==> src/include/fpmc_pkg.sv <==
// constants, types and register map of the front-panel menu controller
// assumes a single 25 MHz clock; panel inputs arrive already synchronous
package fpmc_pkg;
	localparam int CLK_HZ = 25_000_000;
	localparam int CLK_PER_MS = CLK_HZ / 1000;
	localparam int LONG_PRESS_MS = 1000;
	localparam int IDLE_RETURN_MS = 20000;
	localparam int DEBOUNCE_MS = 5;
	localparam int BLINK_MS = 500;
	// -------------------------------------------------------------
	// set-point defaults and limits
	// -------------------------------------------------------------
	localparam logic [15:0] F_UPPER_DEF = 16'hC350;
	localparam logic [15:0] F_LOWER_DEF = 16'h0000;
	localparam logic [17:0] F_UPPER_MIN = 18'h0000A;
	localparam logic [17:0] F_UPPER_MAX = 18'h0C350;
	localparam logic [17:0] F_LOWER_MAX = 18'h0C346;
	localparam logic [17:0] F_GAP = 18'h0000A;
	localparam logic signed [10:0] TRIM_DEF = 11'sh000;
	localparam logic signed [10:0] TRIM_MAX = 11'sh2EE;
	localparam logic [5:0] CONTRAST_DEF = 6'h20;
	localparam logic [5:0] CONTRAST_MAX = 6'h3F;
	localparam logic [3:0] FREQ_LAST_POS = 4'h9;
	localparam logic [3:0] UPPER_DIGITS = 4'h5;
	// fixed operating limits, independent of the set points
	localparam logic [16:0] OP_MIN_HZ = 17'h00001;
	localparam logic [16:0] OP_MAX_HZ = 17'h0F618;
	// -------------------------------------------------------------
	// register map
	// -------------------------------------------------------------
	localparam logic [7:0] REG_STATUS = 8'h00;
	localparam logic [7:0] REG_SETPT = 8'h04;
	localparam logic [7:0] REG_CTRL = 8'h08;
	localparam logic [7:0] REG_TRIM = 8'h0C;
	localparam logic [31:0] CTRL_RESET = 32'h0000_0010;

	typedef enum logic [3:0] {
		SCR_OPERATE = 4'h0, SCR_FREQ = 4'h1, SCR_VOLT = 4'h2, SCR_PULSES = 4'h3,
		SCR_SENS = 4'h4, SCR_BW = 4'h5, SCR_OUTFILT = 4'h6, SCR_CAL = 4'h7,
		SCR_CONTRAST = 4'h8, SCR_ALIGN = 4'h9, SCR_RESET = 4'hA
	} fpmc_screen_t;

	typedef enum logic [1:0] {
		OP_ZERO = 2'b00, OP_VALUE = 2'b01, OP_DASH = 2'b10
	} fpmc_opmode_t;

	typedef struct packed {
		logic [15:0] fUpper;
		logic [15:0] fLower;
		logic signed [10:0] trimLo;
		logic signed [10:0] trimHi;
		logic [5:0] contrast;
	} fpmc_settings_t;

	localparam fpmc_settings_t SETTINGS_DEF = '{F_UPPER_DEF, F_LOWER_DEF, TRIM_DEF, TRIM_DEF, CONTRAST_DEF};
endpackage : fpmc_pkg

==> src/design/fpmc_menu_ctrl.sv <==
// front-panel menu controller: buttons, encoder, screens, set-point editing
// assumes an AHB-Lite master with hready looped from hreadyout, and an
// external nonvolatile store that takes nvmData on each nvmWrite pulse
`timescale 1ns/1ps
// Overview of operation
// - set points only scale output; operating limits stay 0-63 kHz, -11..+11 V.
// - reset restores all defaults including both trims, dropping stored values.
// - display press over one second opens secondary screens; short press steps primaries.
// - contrast screen returns after twenty seconds idle, two shorts, or long press.
// - on contrast screen, counterclockwise lightens, clockwise darkens.
// - entering an editable screen puts the blinking cursor on top-left character.
// - encoder push advances cursor to next editable character, wrapping to first.
// - rotation increments or decrements digit under cursor with carry and borrow.
// - steps that would leave permitted limits are refused, value unchanged.
// - long encoder push on alignment screen opens reset; Yes plus push resets.
// - changed parameters are stored only when operate screen is restored.
// - operate screen at power-up; zeroes below 1 Hz, dashes above 63 kHz.
// - operate screen shows full frequency and per-revolution filter indicator with setting.
// - one short press reaches frequency set; seven more or twenty seconds return.
// - defaults 50000/0 Hz; upper confined 10-50000, lower 0-49990 Hz.
// - frequency screen has ten digits; cursor starts on upper ten-thousands digit.
// - edits bringing upper and lower within 10 Hz of each other are refused.
module fpmc_menu_ctrl #(
	parameter int LONG_CYC = fpmc_pkg::LONG_PRESS_MS * fpmc_pkg::CLK_PER_MS,
	parameter int IDLE_CYC = fpmc_pkg::IDLE_RETURN_MS * fpmc_pkg::CLK_PER_MS,
	parameter int DEBOUNCE_CYC = fpmc_pkg::DEBOUNCE_MS * fpmc_pkg::CLK_PER_MS,
	parameter int BLINK_CYC = fpmc_pkg::BLINK_MS * fpmc_pkg::CLK_PER_MS
) (
	// clock and reset
	input wire logic clk,
	input wire logic resetn,
	// ahb-lite slave
	input wire logic hsel,
	input wire logic [31:0] haddr,
	input wire logic [1:0] htrans,
	input wire logic hwrite,
	input wire logic [2:0] hsize,
	input wire logic [31:0] hwdata,
	input wire logic hready,
	output logic [31:0] hrdata,
	output logic hreadyout,
	output logic hresp,
	// front panel, active high while pressed
	input wire logic dispBtn,
	input wire logic encBtn,
	input wire logic encA,
	input wire logic encB,
	// measurement
	input wire logic [16:0] measFreqHz,
	// display side
	output fpmc_pkg::fpmc_screen_t screen,
	output logic [3:0] cursor,
	output logic cursorBlink,
	output logic resetYes,
	output fpmc_pkg::fpmc_opmode_t operMode,
	output logic [16:0] operFreqHz,
	output logic per_rev_filter_indicator,
	output logic [9:0] perRevCount,
	output fpmc_pkg::fpmc_settings_t settings,
	// nonvolatile store
	output logic nvmWrite,
	output fpmc_pkg::fpmc_settings_t nvmData
);
	import fpmc_pkg::*;

	// -------------------------------------------------------------
	// debounce
	// -------------------------------------------------------------
	logic [3:0] raw;
	logic [3:0] clean_q;
	logic [3:0] clean_d;
	logic [3:0] prev_q;
	logic [31:0] dbCnt_q [4];
	logic [31:0] dbCnt_d [4];
	assign raw = {encB, encA, encBtn, dispBtn};

	genvar gi;
	generate
		for (gi = 0; gi < 4; gi++) begin : g_db
			always_comb begin
				clean_d[gi] = clean_q[gi];
				dbCnt_d[gi] = 32'h0;
				if (raw[gi] != clean_q[gi]) begin
					dbCnt_d[gi] = dbCnt_q[gi] + 32'h1;
					if (dbCnt_q[gi] >= 32'(DEBOUNCE_CYC - 1)) begin
						clean_d[gi] = raw[gi];
						dbCnt_d[gi] = 32'h0;
					end
				end
			end
			always_ff @(posedge clk or negedge resetn) begin
				if (!resetn) begin
					clean_q[gi] <= 1'b0;
					prev_q[gi] <= 1'b0;
					dbCnt_q[gi] <= 32'h0;
				end else begin
					clean_q[gi] <= clean_d[gi];
					prev_q[gi] <= clean_q[gi];
					dbCnt_q[gi] <= dbCnt_d[gi];
				end
			end
		end
	endgenerate

	// -------------------------------------------------------------
	// press classification: index 0 display, 1 encoder
	// -------------------------------------------------------------
	logic [31:0] hold_q [2];
	logic [31:0] hold_d [2];
	logic [1:0] shortEv;
	logic [1:0] longEv;

	generate
		for (gi = 0; gi < 2; gi++) begin : g_press
			always_comb begin
				hold_d[gi] = 32'h0;
				if (clean_q[gi])
					hold_d[gi] = (hold_q[gi] >= 32'(LONG_CYC)) ? hold_q[gi] : hold_q[gi] + 32'h1;
				longEv[gi] = clean_q[gi] && hold_q[gi] == 32'(LONG_CYC - 1);
				shortEv[gi] = !clean_q[gi] && prev_q[gi] && hold_q[gi] < 32'(LONG_CYC);
			end
			always_ff @(posedge clk or negedge resetn) begin
				if (!resetn)
					hold_q[gi] <= 32'h0;
				else
					hold_q[gi] <= hold_d[gi];
			end
		end
	endgenerate

	logic stepCw;
	logic stepCcw;
	logic activity;
	// one step per detent, taken on the rising edge of channel A
	assign stepCw = clean_q[2] && !prev_q[2] && !clean_q[3];
	assign stepCcw = clean_q[2] && !prev_q[2] && clean_q[3];
	assign activity = clean_q != prev_q;

	// -------------------------------------------------------------
	// menu state
	// -------------------------------------------------------------
	fpmc_screen_t scr_q, scr_d;
	logic [3:0] cur_q, cur_d;
	fpmc_settings_t set_q, set_d, nvmData_q, nvmData_d;
	logic dirty_q, dirty_d, yes_q, yes_d, nvmWr_q, nvmWr_d;
	logic [31:0] idle_q, idle_d;

	function automatic logic [17:0] digitWeight(input logic [3:0] pos);
		case (pos)
			4'h0, 4'h5: digitWeight = 18'h02710;
			4'h1, 4'h6: digitWeight = 18'h003E8;
			4'h2, 4'h7: digitWeight = 18'h00064;
			4'h3, 4'h8: digitWeight = 18'h0000A;
			default: digitWeight = 18'h00001;
		endcase
	endfunction : digitWeight

	logic isUpper, goOperate, borrow, okF;
	logic [17:0] w, base, cand, upIn, loIn;
	logic signed [10:0] trimCur, trimNew;

	always_comb begin
		scr_d = scr_q;
		cur_d = cur_q;
		set_d = set_q;
		dirty_d = dirty_q;
		yes_d = yes_q;
		nvmWr_d = 1'b0;
		nvmData_d = nvmData_q;
		goOperate = 1'b0;
		isUpper = cur_q < UPPER_DIGITS;
		w = digitWeight(cur_q);
		upIn = {2'b00, set_q.fUpper};
		loIn = {2'b00, set_q.fLower};
		base = isUpper ? upIn : loIn;
		borrow = stepCcw && base < w;
		cand = stepCw ? base + w : base - w;
		if (isUpper)
			okF = cand >= F_UPPER_MIN && cand <= F_UPPER_MAX && cand >= loIn + F_GAP;
		else
			okF = !borrow && cand <= F_LOWER_MAX && cand + F_GAP <= upIn;
		trimCur = cur_q[0] ? set_q.trimHi : set_q.trimLo;
		trimNew = stepCw ? trimCur + 11'sh001 : trimCur - 11'sh001;
		idle_d = (activity || scr_q == SCR_OPERATE) ? 32'h0 : idle_q + 32'h1;
		case (scr_q)
			SCR_OPERATE: begin
				if (shortEv[0])
					scr_d = SCR_FREQ;
				else if (longEv[0])
					scr_d = SCR_CONTRAST;
			end
			SCR_FREQ, SCR_VOLT, SCR_PULSES, SCR_SENS, SCR_BW, SCR_OUTFILT, SCR_CAL: begin
				if (shortEv[0]) begin
					if (scr_q == SCR_CAL)
						goOperate = 1'b1;
					else
						scr_d = fpmc_screen_t'(scr_q + 4'h1);
				end else if (longEv[0])
					scr_d = SCR_CONTRAST;
				if (scr_q == SCR_FREQ) begin
					if (shortEv[1])
						cur_d = (cur_q == FREQ_LAST_POS) ? 4'h0 : cur_q + 4'h1;
					// a refused step leaves the value alone
					if ((stepCw || stepCcw) && okF) begin
						dirty_d = 1'b1;
						if (isUpper)
							set_d.fUpper = cand[15:0];
						else
							set_d.fLower = cand[15:0];
					end
				end
			end
			SCR_CONTRAST: begin
				if (shortEv[0])
					scr_d = SCR_ALIGN;
				else if (longEv[0])
					goOperate = 1'b1;
				if (stepCw && set_q.contrast != CONTRAST_MAX) begin
					set_d.contrast = set_q.contrast + 6'h01;
					dirty_d = 1'b1;
				end else if (stepCcw && set_q.contrast != 6'h00) begin
					set_d.contrast = set_q.contrast - 6'h01;
					dirty_d = 1'b1;
				end
			end
			SCR_ALIGN: begin
				if (shortEv[0] || longEv[0])
					goOperate = 1'b1;
				else if (longEv[1]) begin
					scr_d = SCR_RESET;
					yes_d = 1'b0;
				end else if (shortEv[1])
					cur_d = {3'b000, !cur_q[0]};
				if ((stepCw || stepCcw) && trimNew <= TRIM_MAX && trimNew >= -TRIM_MAX) begin
					dirty_d = 1'b1;
					if (cur_q[0])
						set_d.trimHi = trimNew;
					else
						set_d.trimLo = trimNew;
				end
			end
			SCR_RESET: begin
				if (stepCw || stepCcw)
					yes_d = !yes_q;
				if (shortEv[0] || longEv[0])
					goOperate = 1'b1;
				else if (shortEv[1]) begin
					goOperate = 1'b1;
					if (yes_q) begin
						set_d = SETTINGS_DEF;
						dirty_d = 1'b1;
					end
				end
			end
			default: goOperate = 1'b1;
		endcase
		if (idle_q >= 32'(IDLE_CYC - 1) && !activity)
			goOperate = 1'b1;
		if (goOperate) begin
			scr_d = SCR_OPERATE;
			if (dirty_d) begin
				nvmWr_d = 1'b1;
				nvmData_d = set_d;
				dirty_d = 1'b0;
			end
		end
		if (scr_d != scr_q)
			cur_d = 4'h0;
	end

	always_ff @(posedge clk or negedge resetn) begin
		if (!resetn) begin
			scr_q <= SCR_OPERATE;
			cur_q <= 4'h0;
			set_q <= SETTINGS_DEF;
			nvmData_q <= SETTINGS_DEF;
			dirty_q <= 1'b0;
			yes_q <= 1'b0;
			nvmWr_q <= 1'b0;
			idle_q <= 32'h0;
		end else begin
			scr_q <= scr_d;
			cur_q <= cur_d;
			set_q <= set_d;
			nvmData_q <= nvmData_d;
			dirty_q <= dirty_d;
			yes_q <= yes_d;
			nvmWr_q <= nvmWr_d;
			idle_q <= idle_d;
		end
	end

	// -------------------------------------------------------------
	// cursor blink and operate display
	// -------------------------------------------------------------
	logic [31:0] blinkCnt_q, blinkCnt_d;
	logic blink_q, blink_d;
	fpmc_opmode_t opMode_q, opMode_d;
	logic [16:0] opFreq_q, opFreq_d;

	always_comb begin
		blinkCnt_d = blinkCnt_q + 32'h1;
		blink_d = blink_q;
		if (blinkCnt_q >= 32'(BLINK_CYC - 1)) begin
			blinkCnt_d = 32'h0;
			blink_d = !blink_q;
		end
		// limits are fixed; the set points only scale the analog output
		opFreq_d = measFreqHz;
		if (measFreqHz < OP_MIN_HZ)
			opMode_d = OP_ZERO;
		else if (measFreqHz > OP_MAX_HZ)
			opMode_d = OP_DASH;
		else
			opMode_d = OP_VALUE;
	end

	always_ff @(posedge clk or negedge resetn) begin
		if (!resetn) begin
			blinkCnt_q <= 32'h0;
			blink_q <= 1'b1;
			opMode_q <= OP_ZERO;
			opFreq_q <= 17'h00000;
		end else begin
			blinkCnt_q <= blinkCnt_d;
			blink_q <= blink_d;
			opMode_q <= opMode_d;
			opFreq_q <= opFreq_d;
		end
	end

	// -------------------------------------------------------------
	// ahb-lite register slave, zero wait states
	// -------------------------------------------------------------
	logic wrPend_q, wrPend_d;
	logic [7:0] wrAddr_q, wrAddr_d;
	logic [31:0] ctrl_q, ctrl_d, rdata_q, rdata_d;
	logic accept;

	assign accept = hsel && hready && htrans[1];

	always_comb begin
		wrPend_d = accept && hwrite;
		wrAddr_d = accept ? haddr[7:0] : wrAddr_q;
		ctrl_d = ctrl_q;
		if (wrPend_q && wrAddr_q == REG_CTRL)
			ctrl_d = hwdata & 32'h0000_3FF1;
		rdata_d = 32'h0;
		if (accept && !hwrite) begin
			case (haddr[7:0])
				REG_STATUS: rdata_d = {10'h000, set_q.contrast, 4'h0, opMode_q, dirty_q, yes_q, cur_q, scr_q};
				REG_SETPT: rdata_d = {set_q.fLower, set_q.fUpper};
				REG_CTRL: rdata_d = ctrl_q;
				REG_TRIM: rdata_d = {5'h00, set_q.trimHi, 5'h00, set_q.trimLo};
				default: rdata_d = 32'h0;
			endcase
		end
	end

	always_ff @(posedge clk or negedge resetn) begin
		if (!resetn) begin
			wrPend_q <= 1'b0;
			wrAddr_q <= 8'h00;
			ctrl_q <= CTRL_RESET;
			rdata_q <= 32'h0;
		end else begin
			wrPend_q <= wrPend_d;
			wrAddr_q <= wrAddr_d;
			ctrl_q <= ctrl_d;
			rdata_q <= rdata_d;
		end
	end

	// -------------------------------------------------------------
	// outputs
	// -------------------------------------------------------------
	assign hrdata = rdata_q;
	assign hreadyout = 1'b1;
	assign hresp = 1'b0;
	assign screen = scr_q;
	assign cursor = cur_q;
	assign cursorBlink = blink_q && scr_q != SCR_OPERATE;
	assign resetYes = yes_q;
	assign operMode = opMode_q;
	assign operFreqHz = opFreq_q;
	assign per_rev_filter_indicator = ctrl_q[0];
	assign perRevCount = ctrl_q[13:4];
	assign settings = set_q;
	assign nvmWrite = nvmWr_q;
	assign nvmData = nvmData_q;
endmodule : fpmc_menu_ctrl

==> config.mk <==
export PLATFORM = sky130hd
export DESIGN_NAME = fpmc_menu_ctrl
export DESIGN_NICKNAME = d
export VERILOG_FILES = /design/src/include/fpmc_pkg.sv /design/src/design/fpmc_menu_ctrl.sv
export SDC_FILE = /design/constraint.sdc
export NUM_CORES = 1
export LEC_CHECK = 0
export ABC_AREA = 1
export BUFFER_PORTS_ARGS = -buffer_cell sky130_fd_sc_hd__clkbuf_2
export CAP_MARGIN = 10
export CORE_MARGIN = 4
export CORE_UTILIZATION = 50
export CTS_BUF_LIST = sky130_fd_sc_hd__clkbuf_4 sky130_fd_sc_hd__clkbuf_8
export DETAILED_ROUTE_END_ITERATION = 12
export GPL_TIMING_DRIVEN = 0
export PLACE_DENSITY = 0.82
export SLEW_MARGIN = 20
export SYNTH_ARGS = -nofsm -noshare
export SYNTH_HDL_FRONTEND = slang
export SYNTH_SLANG_ARGS = --single-unit
==> constraint.sdc <==
create_clock -name clk -period 6.7 [get_ports clk]
set_input_delay 0.67 -clock clk [delete_from_list [all_inputs] [get_ports clk]]
set_output_delay 0.67 -clock clk [all_outputs]
set_load 0.02 [all_outputs]
# Word level (Yosys, flattened, before mapping)
# Memory sizes are Yosys's and may differ from the RTL's.
# Index checks and enable logic that the tools add are counted.
# op_classes
n_addsub,18
mul,0
div_mod_pow,0
order_cmp,21
n_eq_ne,34
n_shift,0
n_mux,80
bitwise,0
n_reduce_logical,53
# op_table
cell,n
$mux 32,17
$add 32x1->32 const B,8
$mux 60,3
$ge 32x17->1 const B,4
$pmux 32 s4,1
$eq 32x25->1 const B,2
$ge 32x25->1 const B,2
$lt 32x25->1 const B,2
$pmux 32 s2,1
$mux 4,15
$mux 16,3
$mux 11,4
$pmux 22 s2,1
$le 18x16->1 const B,2
$ge 32x24->1 const B,1
$ge 32x29->1 const B,1
$logic_and 1x1->1,26
$eq 8x4->1 const B,3
$mux 1,23
$mux 22,1
$add 16x18->18,1
$add 18x4->18 const B,1
$ge 18x17->1,1
$ge 18x4->1 const B,1
45 further kinds,82
# totals
regBits,467
latch_bits,0
ram_bits,0
rom_bits,192
input_bits,95
output_inout_bits,195
elab_cells,245
n_memories,1
# mem_list
name,depth,word_bits,rd,rd_ports_with_merged_regs,wr,line,source
(name not given),16,12,1,0,0,fpmc_menu_ctrl.sv:149,case (pos)

# Logic depth before layout (Yosys ltp)
# Gate-level depths: netlist of run 1.
# depth
ltp_word,14
ltp_mapped,55
mapped_depth_nobuf,48

# Worst setup path after synthesis of run 1
# Ideal clock, no wire load.
# synth_path
path_kind,register to register
start,"register cur_q[0], in the netlist cursor[0]"
end,"register nvmData_q, in the netlist nvmData[32]"
setup_ns,0.066
arrival_time_ns,6.264
t_required_ns,6.634
slack_ns,0.370
stages_incl_launch_ff,49
path_buffers,6
period_less_slack_ns,6.330
path_cell_list,dfrtp_1 > buf_2 > clkinv_1 > clkbuf_1 > ha_1 > inv_1 > nand2_2 > nand2_4 > buf_6 > clkbuf_1 > nand2_1 > o21ai_0 > inv_1 > ha_1 > fa_1 > inv_1 > nor2_1 > o21ai_1 > [... 13 more ...] > nand2_1 > nor4_1 > nand3_1 > nand2_1 > nand2_1 > nor2_1 > nand2_1 > nand2_4 > nand3_2 > nand2_1 > nand2_1 > nand2_2 > nand2_2 > nor2_4 > buf_6 > buf_8 > nand2_2 > nand2_1
# synth_between
elab_chain_len,13
elab_cells_between_ends,38
cone_classes,add/sub: 5; order compare: 9; mux: 13; reduce/logical: 10; memory: 1
# synth_lines
element,line,source
"start, declared",fpmc_menu_ctrl.sv:143,"logic [3:0] cur_q, cur_d;"
"start signal, assigned",fpmc_menu_ctrl.sv:283,cur_q <= cur_d;
$lt 4x3->1,fpmc_menu_ctrl.sv:171,isUpper = cur_q < UPPER_DIGITS;
$mux 16,fpmc_menu_ctrl.sv:175,base = isUpper ? upIn : loIn;
$sub 16x18->18 (tied with other cells),fpmc_menu_ctrl.sv:177,cand = stepCw ? base + w : base - w;
$mux 18 or $logic_and 1x1->1 (tied branches),"fpmc_menu_ctrl.sv:177, fpmc_menu_ctrl.sv:176",
$add 18x4->18 (tied with other cells),fpmc_menu_ctrl.sv:181,okF = !borrow && cand <= F_LOWER_MAX && cand + F_GAP <= upIn;
$le 18x16->1 (tied with other cells),fpmc_menu_ctrl.sv:181,
$logic_and 1x1->1 (on tied branches),"fpmc_menu_ctrl.sv:181, fpmc_menu_ctrl.sv:179",
$mux 1,fpmc_menu_ctrl.sv:178,if (isUpper)
$logic_and 1x1->1,fpmc_menu_ctrl.sv:204,if ((stepCw || stepCcw) && okF) begin
$mux 1,fpmc_menu_ctrl.sv:204,
$mux 1,fpmc_menu_ctrl.sv:200,if (scr_q == SCR_FREQ) begin
$pmux 1 s4,fpmc_menu_ctrl.sv:185,case (scr_q)
$reduce_and 2->1 (no source line),n/a,
"end signal, assigned",fpmc_menu_ctrl.sv:285,nvmData_q <= nvmData_d;
"end, declared",fpmc_menu_ctrl.sv:144,"fpmc_settings_t set_q, set_d, nvmData_q, nvmData_d;"
# Several ways; a longest one is shown, not always the timed one.
# A chain may end at the register's enable or synchronous reset.

# Worst setup path after layout of run 1
# layout_path
start,"register cur_q[0], in the netlist cursor[0]"
end,"register nvmData_q, in the netlist nvmData[45]"
# Same word-level chain as after synthesis.

==> results_dict.tcl, run 1 <==
set metrics [dict create \
    skew_ps 33.7 \
    final_common_cell "nand2_1" \
    numCtsBuffers 77 \
    tritoncts "done" \
    drtPass1Iterations 6 \
    ios 290 \
    wl_per_cell_um 16.8 \
    total_power_w 0.00930 \
    syn_area_mm2 0.0249 \
    dpl.hpwl_um 54900 \
    dr_total_vias 22943 \
    gp_congestion 1.01 \
    stdcell_count 4299 \
    cts-htree-levels 3 \
    maxCapViolCount 0 \
    coreArea_mm2 0.0491 \
    die-area_mm2 0.0534 \
    grt_pass1_vias 21928 \
    slowest_stage "fa_2" \
    synth-edff-count 0 \
    hold_ws_ps 141 \
    max_freq_mhz 154 \
    fin_ws_ps 226 \
    die_w_um 231 \
    area_growth_pct 19.1 \
    rows 81 \
    cpMostUsedCell "nand2_1" \
    slowest_delay_ps 560 \
    synth_area_leaders "dfrtp_1 45%, nand2_1 11%, inv_1 6.3%" \
    ant_nets 0 \
    layout_common_cells "735 x nand2_1, 450 x dfrtp_1, 411 x inv_1" \
    period_needed_ps 6470 \
    relSlewSlack 0.371 \
    initial_core_util 0.508 \
    fillers 4291 \
    synth_top_area_share 0.453 \
    synth_seq_cells 467 \
    ff_latch_area_mm2 0.0117 \
    peakVddDrop_uv 208 \
    hp-class "in2reg" \
    synth.largest_area_cell "dfrtp_1" \
    drt-total-wl_um 72400 \
    endpoint_kind "register" \
    ys_types 64 \
    antenna_found_initial 0 \
    portBuffers 236 \
    async_flop_share 1.00 \
    critical_path_required_ps 7280 \
    clkLatencyLatePin_ps 660 \
    path_max_fanout 10 \
    setup_violations 0 \
    fin_crit_sh 0.966 \
    cts_sinks 467 \
    finalMaxSlewViolations 0 \
    yosys_warnings 0 \
    dpl.cell_count 4128 \
    syn_inst 3152 \
    diodes 0 \
    grt_pass1_wl_um 115000 \
    setup.worst_path.class "reg2reg" \
    drt_iter0_markers 2348 \
    p_leak_nw 14.5 \
    cp-start-kind "register" \
    synth_ff_type "dfrtp_1" \
    hold_violations 0 \
    grt.total_usage 0.268 \
    fin_nets 3766 \
    clk_pin_slew_ps 70 \
    via_per_inst 5.34 \
    p_per_area_mw_per_mm2 314 \
    root_buffer "clkbuf_8" \
    placed_cell_area_mm2 0.0274 \
    ys_seq_area_frac 0.470 \
    multi_input_area_mm2 0.0117 \
    post_route_cells_drive_above_1_share 0.159 \
    status "finished clean" \
    clk_path_buf_depth 3 \
    grt_max_degree 97 \
    preCtsSetupSlack_ps -2060 \
    tightest_slew_ps 935 \
    drc 0 \
    arrival_ps 7060 \
    final_area_mm2 0.0297 \
    grt_overflow 0 \
    avgSynthCellArea_um2 7.90 \
    fp.dieH_um 231 \
]
## critical path: cells and delay by family, from the launching register on
kind                     cells  cell delay, ps
AND/OR/NAND/NOR             26            3010
adder cells (fa/ha/maj)      5            1490
buffers and inverters        9             980
flip-flops                   1             400
AO/OA/AOI/OAI                3             380
XOR/XNOR                     1              90
## final cells by class
cell class,count,share of cell area
inverter,436,0.0559
multi-input combinational,2242,0.393
timing repair inverter,1,0.000295
timing repair buffer,273,0.0534
sequential,467,0.395
clock buffer,117,0.0505
buffer,74,0.0153
clock inverter,25,0.00844
tap,664,0.0280
## report_power, final
group | switching [W] | internal, W | total, W
registers | 0.000141 | 0.00301 | 0.00315
clock network | 0.00117 | 0.00159 | 0.00277
logic | 0.00233 | 0.00104 | 0.00338
## sequential cells by signal, summed over array words and instances, names as in the netlist, 2 cells and up
register / flops
clean_q: 4
operFreqHz: 17
idle_q: 32
cursor: 4
hrdata: 32
operMode: 2
screen: 4
prev_q: 4
nvmData: 60
settings: 60
hold_q: 64
dbCnt_q: 128
wrAddr_q: 8
blinkCnt_q: 32
ctrl_q: 11
## cell families after synthesis
family | synth area share
simple gates | 0.268
buf+inv | 0.0802
flops | 0.470
compound gates | 0.102
fa+ha+maj | 0.0506
xor+xnor | 0.0211
mux | 0.00814
other cells | 0.000302
## through the flow
stage | utilization | setup TNS [ps]
floorplan | - | 0
global placement | 0.554 | -2570740
detailed placement | 0.558 | -146960
CTS | 0.599 | 0
global route | 0.605 | -4410
finish | 0.605 | 0
## per-layer routing
layer / routed length [um] / vias up / part of all wire / track usage
met5: 0 / - / 0 / 0
met4: 2890 / 0 / 0.040 / 0.101
met2: 32000 / 923 / 0.44 / 0.414
li1: - / 11070 / - / -
met1: 29900 / 10759 / 0.41 / 0.355
met3: 7540 / 191 / 0.10 / 0.0863
## synthesized netlist by cell type, drive strengths merged, types with 6 or more instances
library cell	count
a211oi	12
a21oi	169
a221oi	7
a31oi	9
and3	8
buf	26
clkbuf	49
dfrtp	451
dfstp	16
ha	96
inv	432
mux2	18
nand2	768
nand3	192
nand4	56
nor2	325
nor3	109
nor3b	24
nor4	41
o211ai	6
o21a	9
o21ai	207
o22ai	16
xnor2	8
xor2	52
## path summary, 6_finish.rpt
kind	from	endpoint	slack [ps]	depth (start not counted)
max	cursor[0]$_DFFE_PN0P_	nvmData[45]$_DFFE_PN0P_	230	44
min	measFreqHz[14]	operFreqHz[14]$_DFF_PN0_	140	1
max reg2reg	cursor[0]$_DFFE_PN0P_	nvmData[45]$_DFFE_PN0P_	230	44
min reg2reg	clean_q[1]$_DFFE_PN0P_	prev_q[1]$_DFF_PN0_	390	0
max in group asynchronous	resetn	ctrl_q[4]$_DFFE_PN1P_	4650	5
min in group asynchronous	resetn	dbCnt_q[106]$_DFF_PN0_	460	2
## timing repair
| item | in CTS | in global routing |
|---|---|---|
| endpoints found under the setup margin | 94 | 87 |
| hold buffers | 1 | 0 |
| resized for setup | 52 | 54 |
| gates cloned | 0 | 1 |
| endpoints found under the hold margin | 19 | 0 |
| setup buffers | 9 | 19 |
| pin swaps | 8 | 20 |
No activity file was read; power rests on OpenSTA's default activity.
==> run 2, diff against run 1 <==
--- a/config.mk
+++ b/config.mk
@@ -8,12 +8,14 @@
 export ABC_AREA = 1
 export BUFFER_PORTS_ARGS = -buffer_cell sky130_fd_sc_hd__clkbuf_2
 export CAP_MARGIN = 10
+export CELL_PAD_IN_SITES_DETAIL_PLACEMENT = 0
+export CELL_PAD_IN_SITES_GLOBAL_PLACEMENT = 1
 export CORE_MARGIN = 4
-export CORE_UTILIZATION = 50
+export CORE_UTILIZATION = 45
 export CTS_BUF_LIST = sky130_fd_sc_hd__clkbuf_4 sky130_fd_sc_hd__clkbuf_8
 export DETAILED_ROUTE_END_ITERATION = 12
 export GPL_TIMING_DRIVEN = 0
-export PLACE_DENSITY = 0.82
+export PLACE_DENSITY = 0.94
 export SLEW_MARGIN = 20
 export SYNTH_ARGS = -nofsm -noshare
 export SYNTH_HDL_FRONTEND = slang
==> run 2 against run 1 <==
Against the previous run: cell count rose by 2.0%; clock power rose by 3%; sequential cell count did not move; wire length rose by 3.2%; sequential share of layout area fell by 0.40 points; die area rose by 11%; clock-buffer cell count rose by 11; register-to-register slack improved by 140 ps; critical path depth rose by 5; sequential power barely moved; global-route usage fell by 2.0 points.
==> results_dict.tcl, run 2 (synthesized netlist as in run 1, its figures left out) <==
set metrics [dict create \
    wl_per_cell_um 17.0 \
    drc 0 \
    hold_ws_ps 98.2 \
    final_area_mm2 0.0300 \
    largest-register "dbCnt_q" \
    portBuffers 236 \
    r2r_slack_ps 370 \
    p_leak_nw 14.6 \
    grt_overflow 0 \
    min_to "operFreqHz[8]$_DFF_PN0_" \
    status "finished clean" \
    slowest_stage "dfrtp_2" \
    fin_crit_sh 0.945 \
    relSlewSlack 0.354 \
    tns_ps 0 \
    clkLatencyLatePin_ps 690 \
    min_from "measFreqHz[8]" \
    antenna_found_initial 3 \
    hold-path-cell-count 1 \
    preCtsSetupSlack_ps -2220 \
    fin_ws_ps 368 \
    area_growth_pct 20.3 \
    hold_violations 0 \
    critical_path_required_ps 7300 \
    setup.worst_path.start "cursor[0]$_DFFE_PN0P_" \
    gp_congestion 0.979 \
    final_common_cell "nand2_1" \
    largest_reg_flops 128 \
    grt.total_usage 0.248 \
    cts_sinks 467 \
    skew_ps 62.6 \
    timing.rr.end "nvmData[0]$_DFFE_PN0P_" \
    path_max_fanout 10 \
    drt_iter0_markers 1862 \
    clk_path_buf_depth 3 \
    maxCapViolCount 0 \
    fin_nets 3778 \
    dr_total_vias 22622 \
    timing.rr.start "cursor[0]$_DFFE_PN0P_" \
    clk_pin_slew_ps 70 \
    cpMostUsedCell "nand2_1" \
    grt_pass1_wl_um 117000 \
    peakVddDrop_uv 268 \
    root_buffer "clkbuf_8" \
    cts-htree-levels 3 \
    top_regs "dbCnt_q x128, hold_q x64" \
    die-area_mm2 0.0592 \
    placed_cell_area_mm2 0.0275 \
    coreArea_mm2 0.0543 \
    via_per_inst 5.16 \
    worstRegToRegCells 49 \
    cp-start-kind "register" \
    ios 290 \
    tightest_slew_ps 965 \
    ant_nets 0 \
    endpoint_kind "register" \
    p_per_area_mw_per_mm2 317 \
    layout_common_cells "732 x nand2_1, 450 x dfrtp_1, 411 x inv_1" \
    drtPass1Iterations 6 \
    arrival_ps 6930 \
    setup_violations 0 \
    hp-class "in2reg" \
    tritoncts "done" \
    total_power_w 0.00950 \
    finalMaxSlewViolations 0 \
    rows 85 \
    fp.dieH_um 243 \
    slowest_delay_ps 440 \
    grt_max_degree 96 \
    die_w_um 243 \
    grt_pass1_vias 21567 \
    period_needed_ps 6330 \
    post_route_cells_drive_above_1_share 0.163 \
    max_freq_mhz 158 \
    grt_setup_unrepaired "false" \
    initial_core_util 0.458 \
    dpl.hpwl_um 57200 \
    drt-total-wl_um 74700 \
    setup.worst_path.class "reg2reg" \
    numCtsBuffers 82 \
]
## run 2: cell types whose count changed in the layout (fill, tap and decap cells not counted), sizes merged
cell,before,now
buf,63,73
clkbuf,400,408
clkinv,18,10
clkinvlp,6,3
inv,434,437
diode,0,2
## run 2: area by class of cell
| class | instances | area (um2) |
|---|---|---|
| tap | 739 | 925 |
| sequential | 467 | 11700 |
| timing repair inverter | 1 | 8.76 |
| multi-input combinational | 2242 | 11700 |
| fill | 5110 | 24400 |
| inverter | 436 | 1660 |
| timing repair buffer | 281 | 1690 |
| clock buffer | 128 | 1590 |
| clock inverter | 17 | 225 |
| buffer | 73 | 457 |
| antenna | 2 | 5.00 |
## run 2: worst max-delay path, delay by kind of cell, from the launching register on
family | cells | cell delay (ps)
AND/OR/NAND/NOR | 31 | 3280
flip-flops | 1 | 440
adder cells (fa/ha/maj) | 3 | 810
buffers and inverters | 11 | 1260
XOR/XNOR | 1 | 100
AO/OA/AOI/OAI | 3 | 310
## run 2: how the worst max path moves through the flow
stage / to / slack, ps / depth (start not counted)
after floorplan: nvmData[32]$_DFFE_PN0P_ / 370 / 48
after global placement: dbCnt_q[54]$_DFF_PN0_ / -5670 / 1
after detailed placement: nvmData[46]$_DFFE_PN0P_ / -2220 / 45
after CTS: nvmData[56]$_DFFE_PN0P_ / 9 / 48
after global routing: nvmData[57]$_DFFE_PN0P_ / 0.09 / 47
final: nvmData[0]$_DFFE_PN0P_ / 370 / 49
## run 2: per-layer routing
metal / up-vias / GRT usage / share of wire
li1: 11128 / - / -
met1: 10490 / 0.334 / 0.42
met2: 842 / 0.380 / 0.44
met3: 160 / 0.0783 / 0.098
met4: 2 / 0.0900 / 0.037
met5: - / 0 / 0.00021
## run 2: stage by stage
step / util / instances
floorplan: - / 3220
global placement: 0.502 / 4195
detailed placement: 0.505 / 4203
CTS: 0.543 / 4360
global route: 0.551 / 4385
finish: 0.551 / 4386
## run 2: power breakdown
part           switching [W]  total (W)  internal, W
logic                0.00235    0.00348      0.00113
clock network        0.00119    0.00286      0.00167
registers           0.000150    0.00316      0.00301
total                0.00369    0.00950      0.00581
## run 2: what timing repair did
item | 4_1_cts | 5_1_grt
endpoints found under the setup margin | 94 | 86
hold buffers | 1 | 0
endpoints found under the hold margin | 27 | 0
pin swaps | 8 | 25
resized for setup | 47 | 79
buffers inserted | 12 | 23
gates cloned | 0 | 2
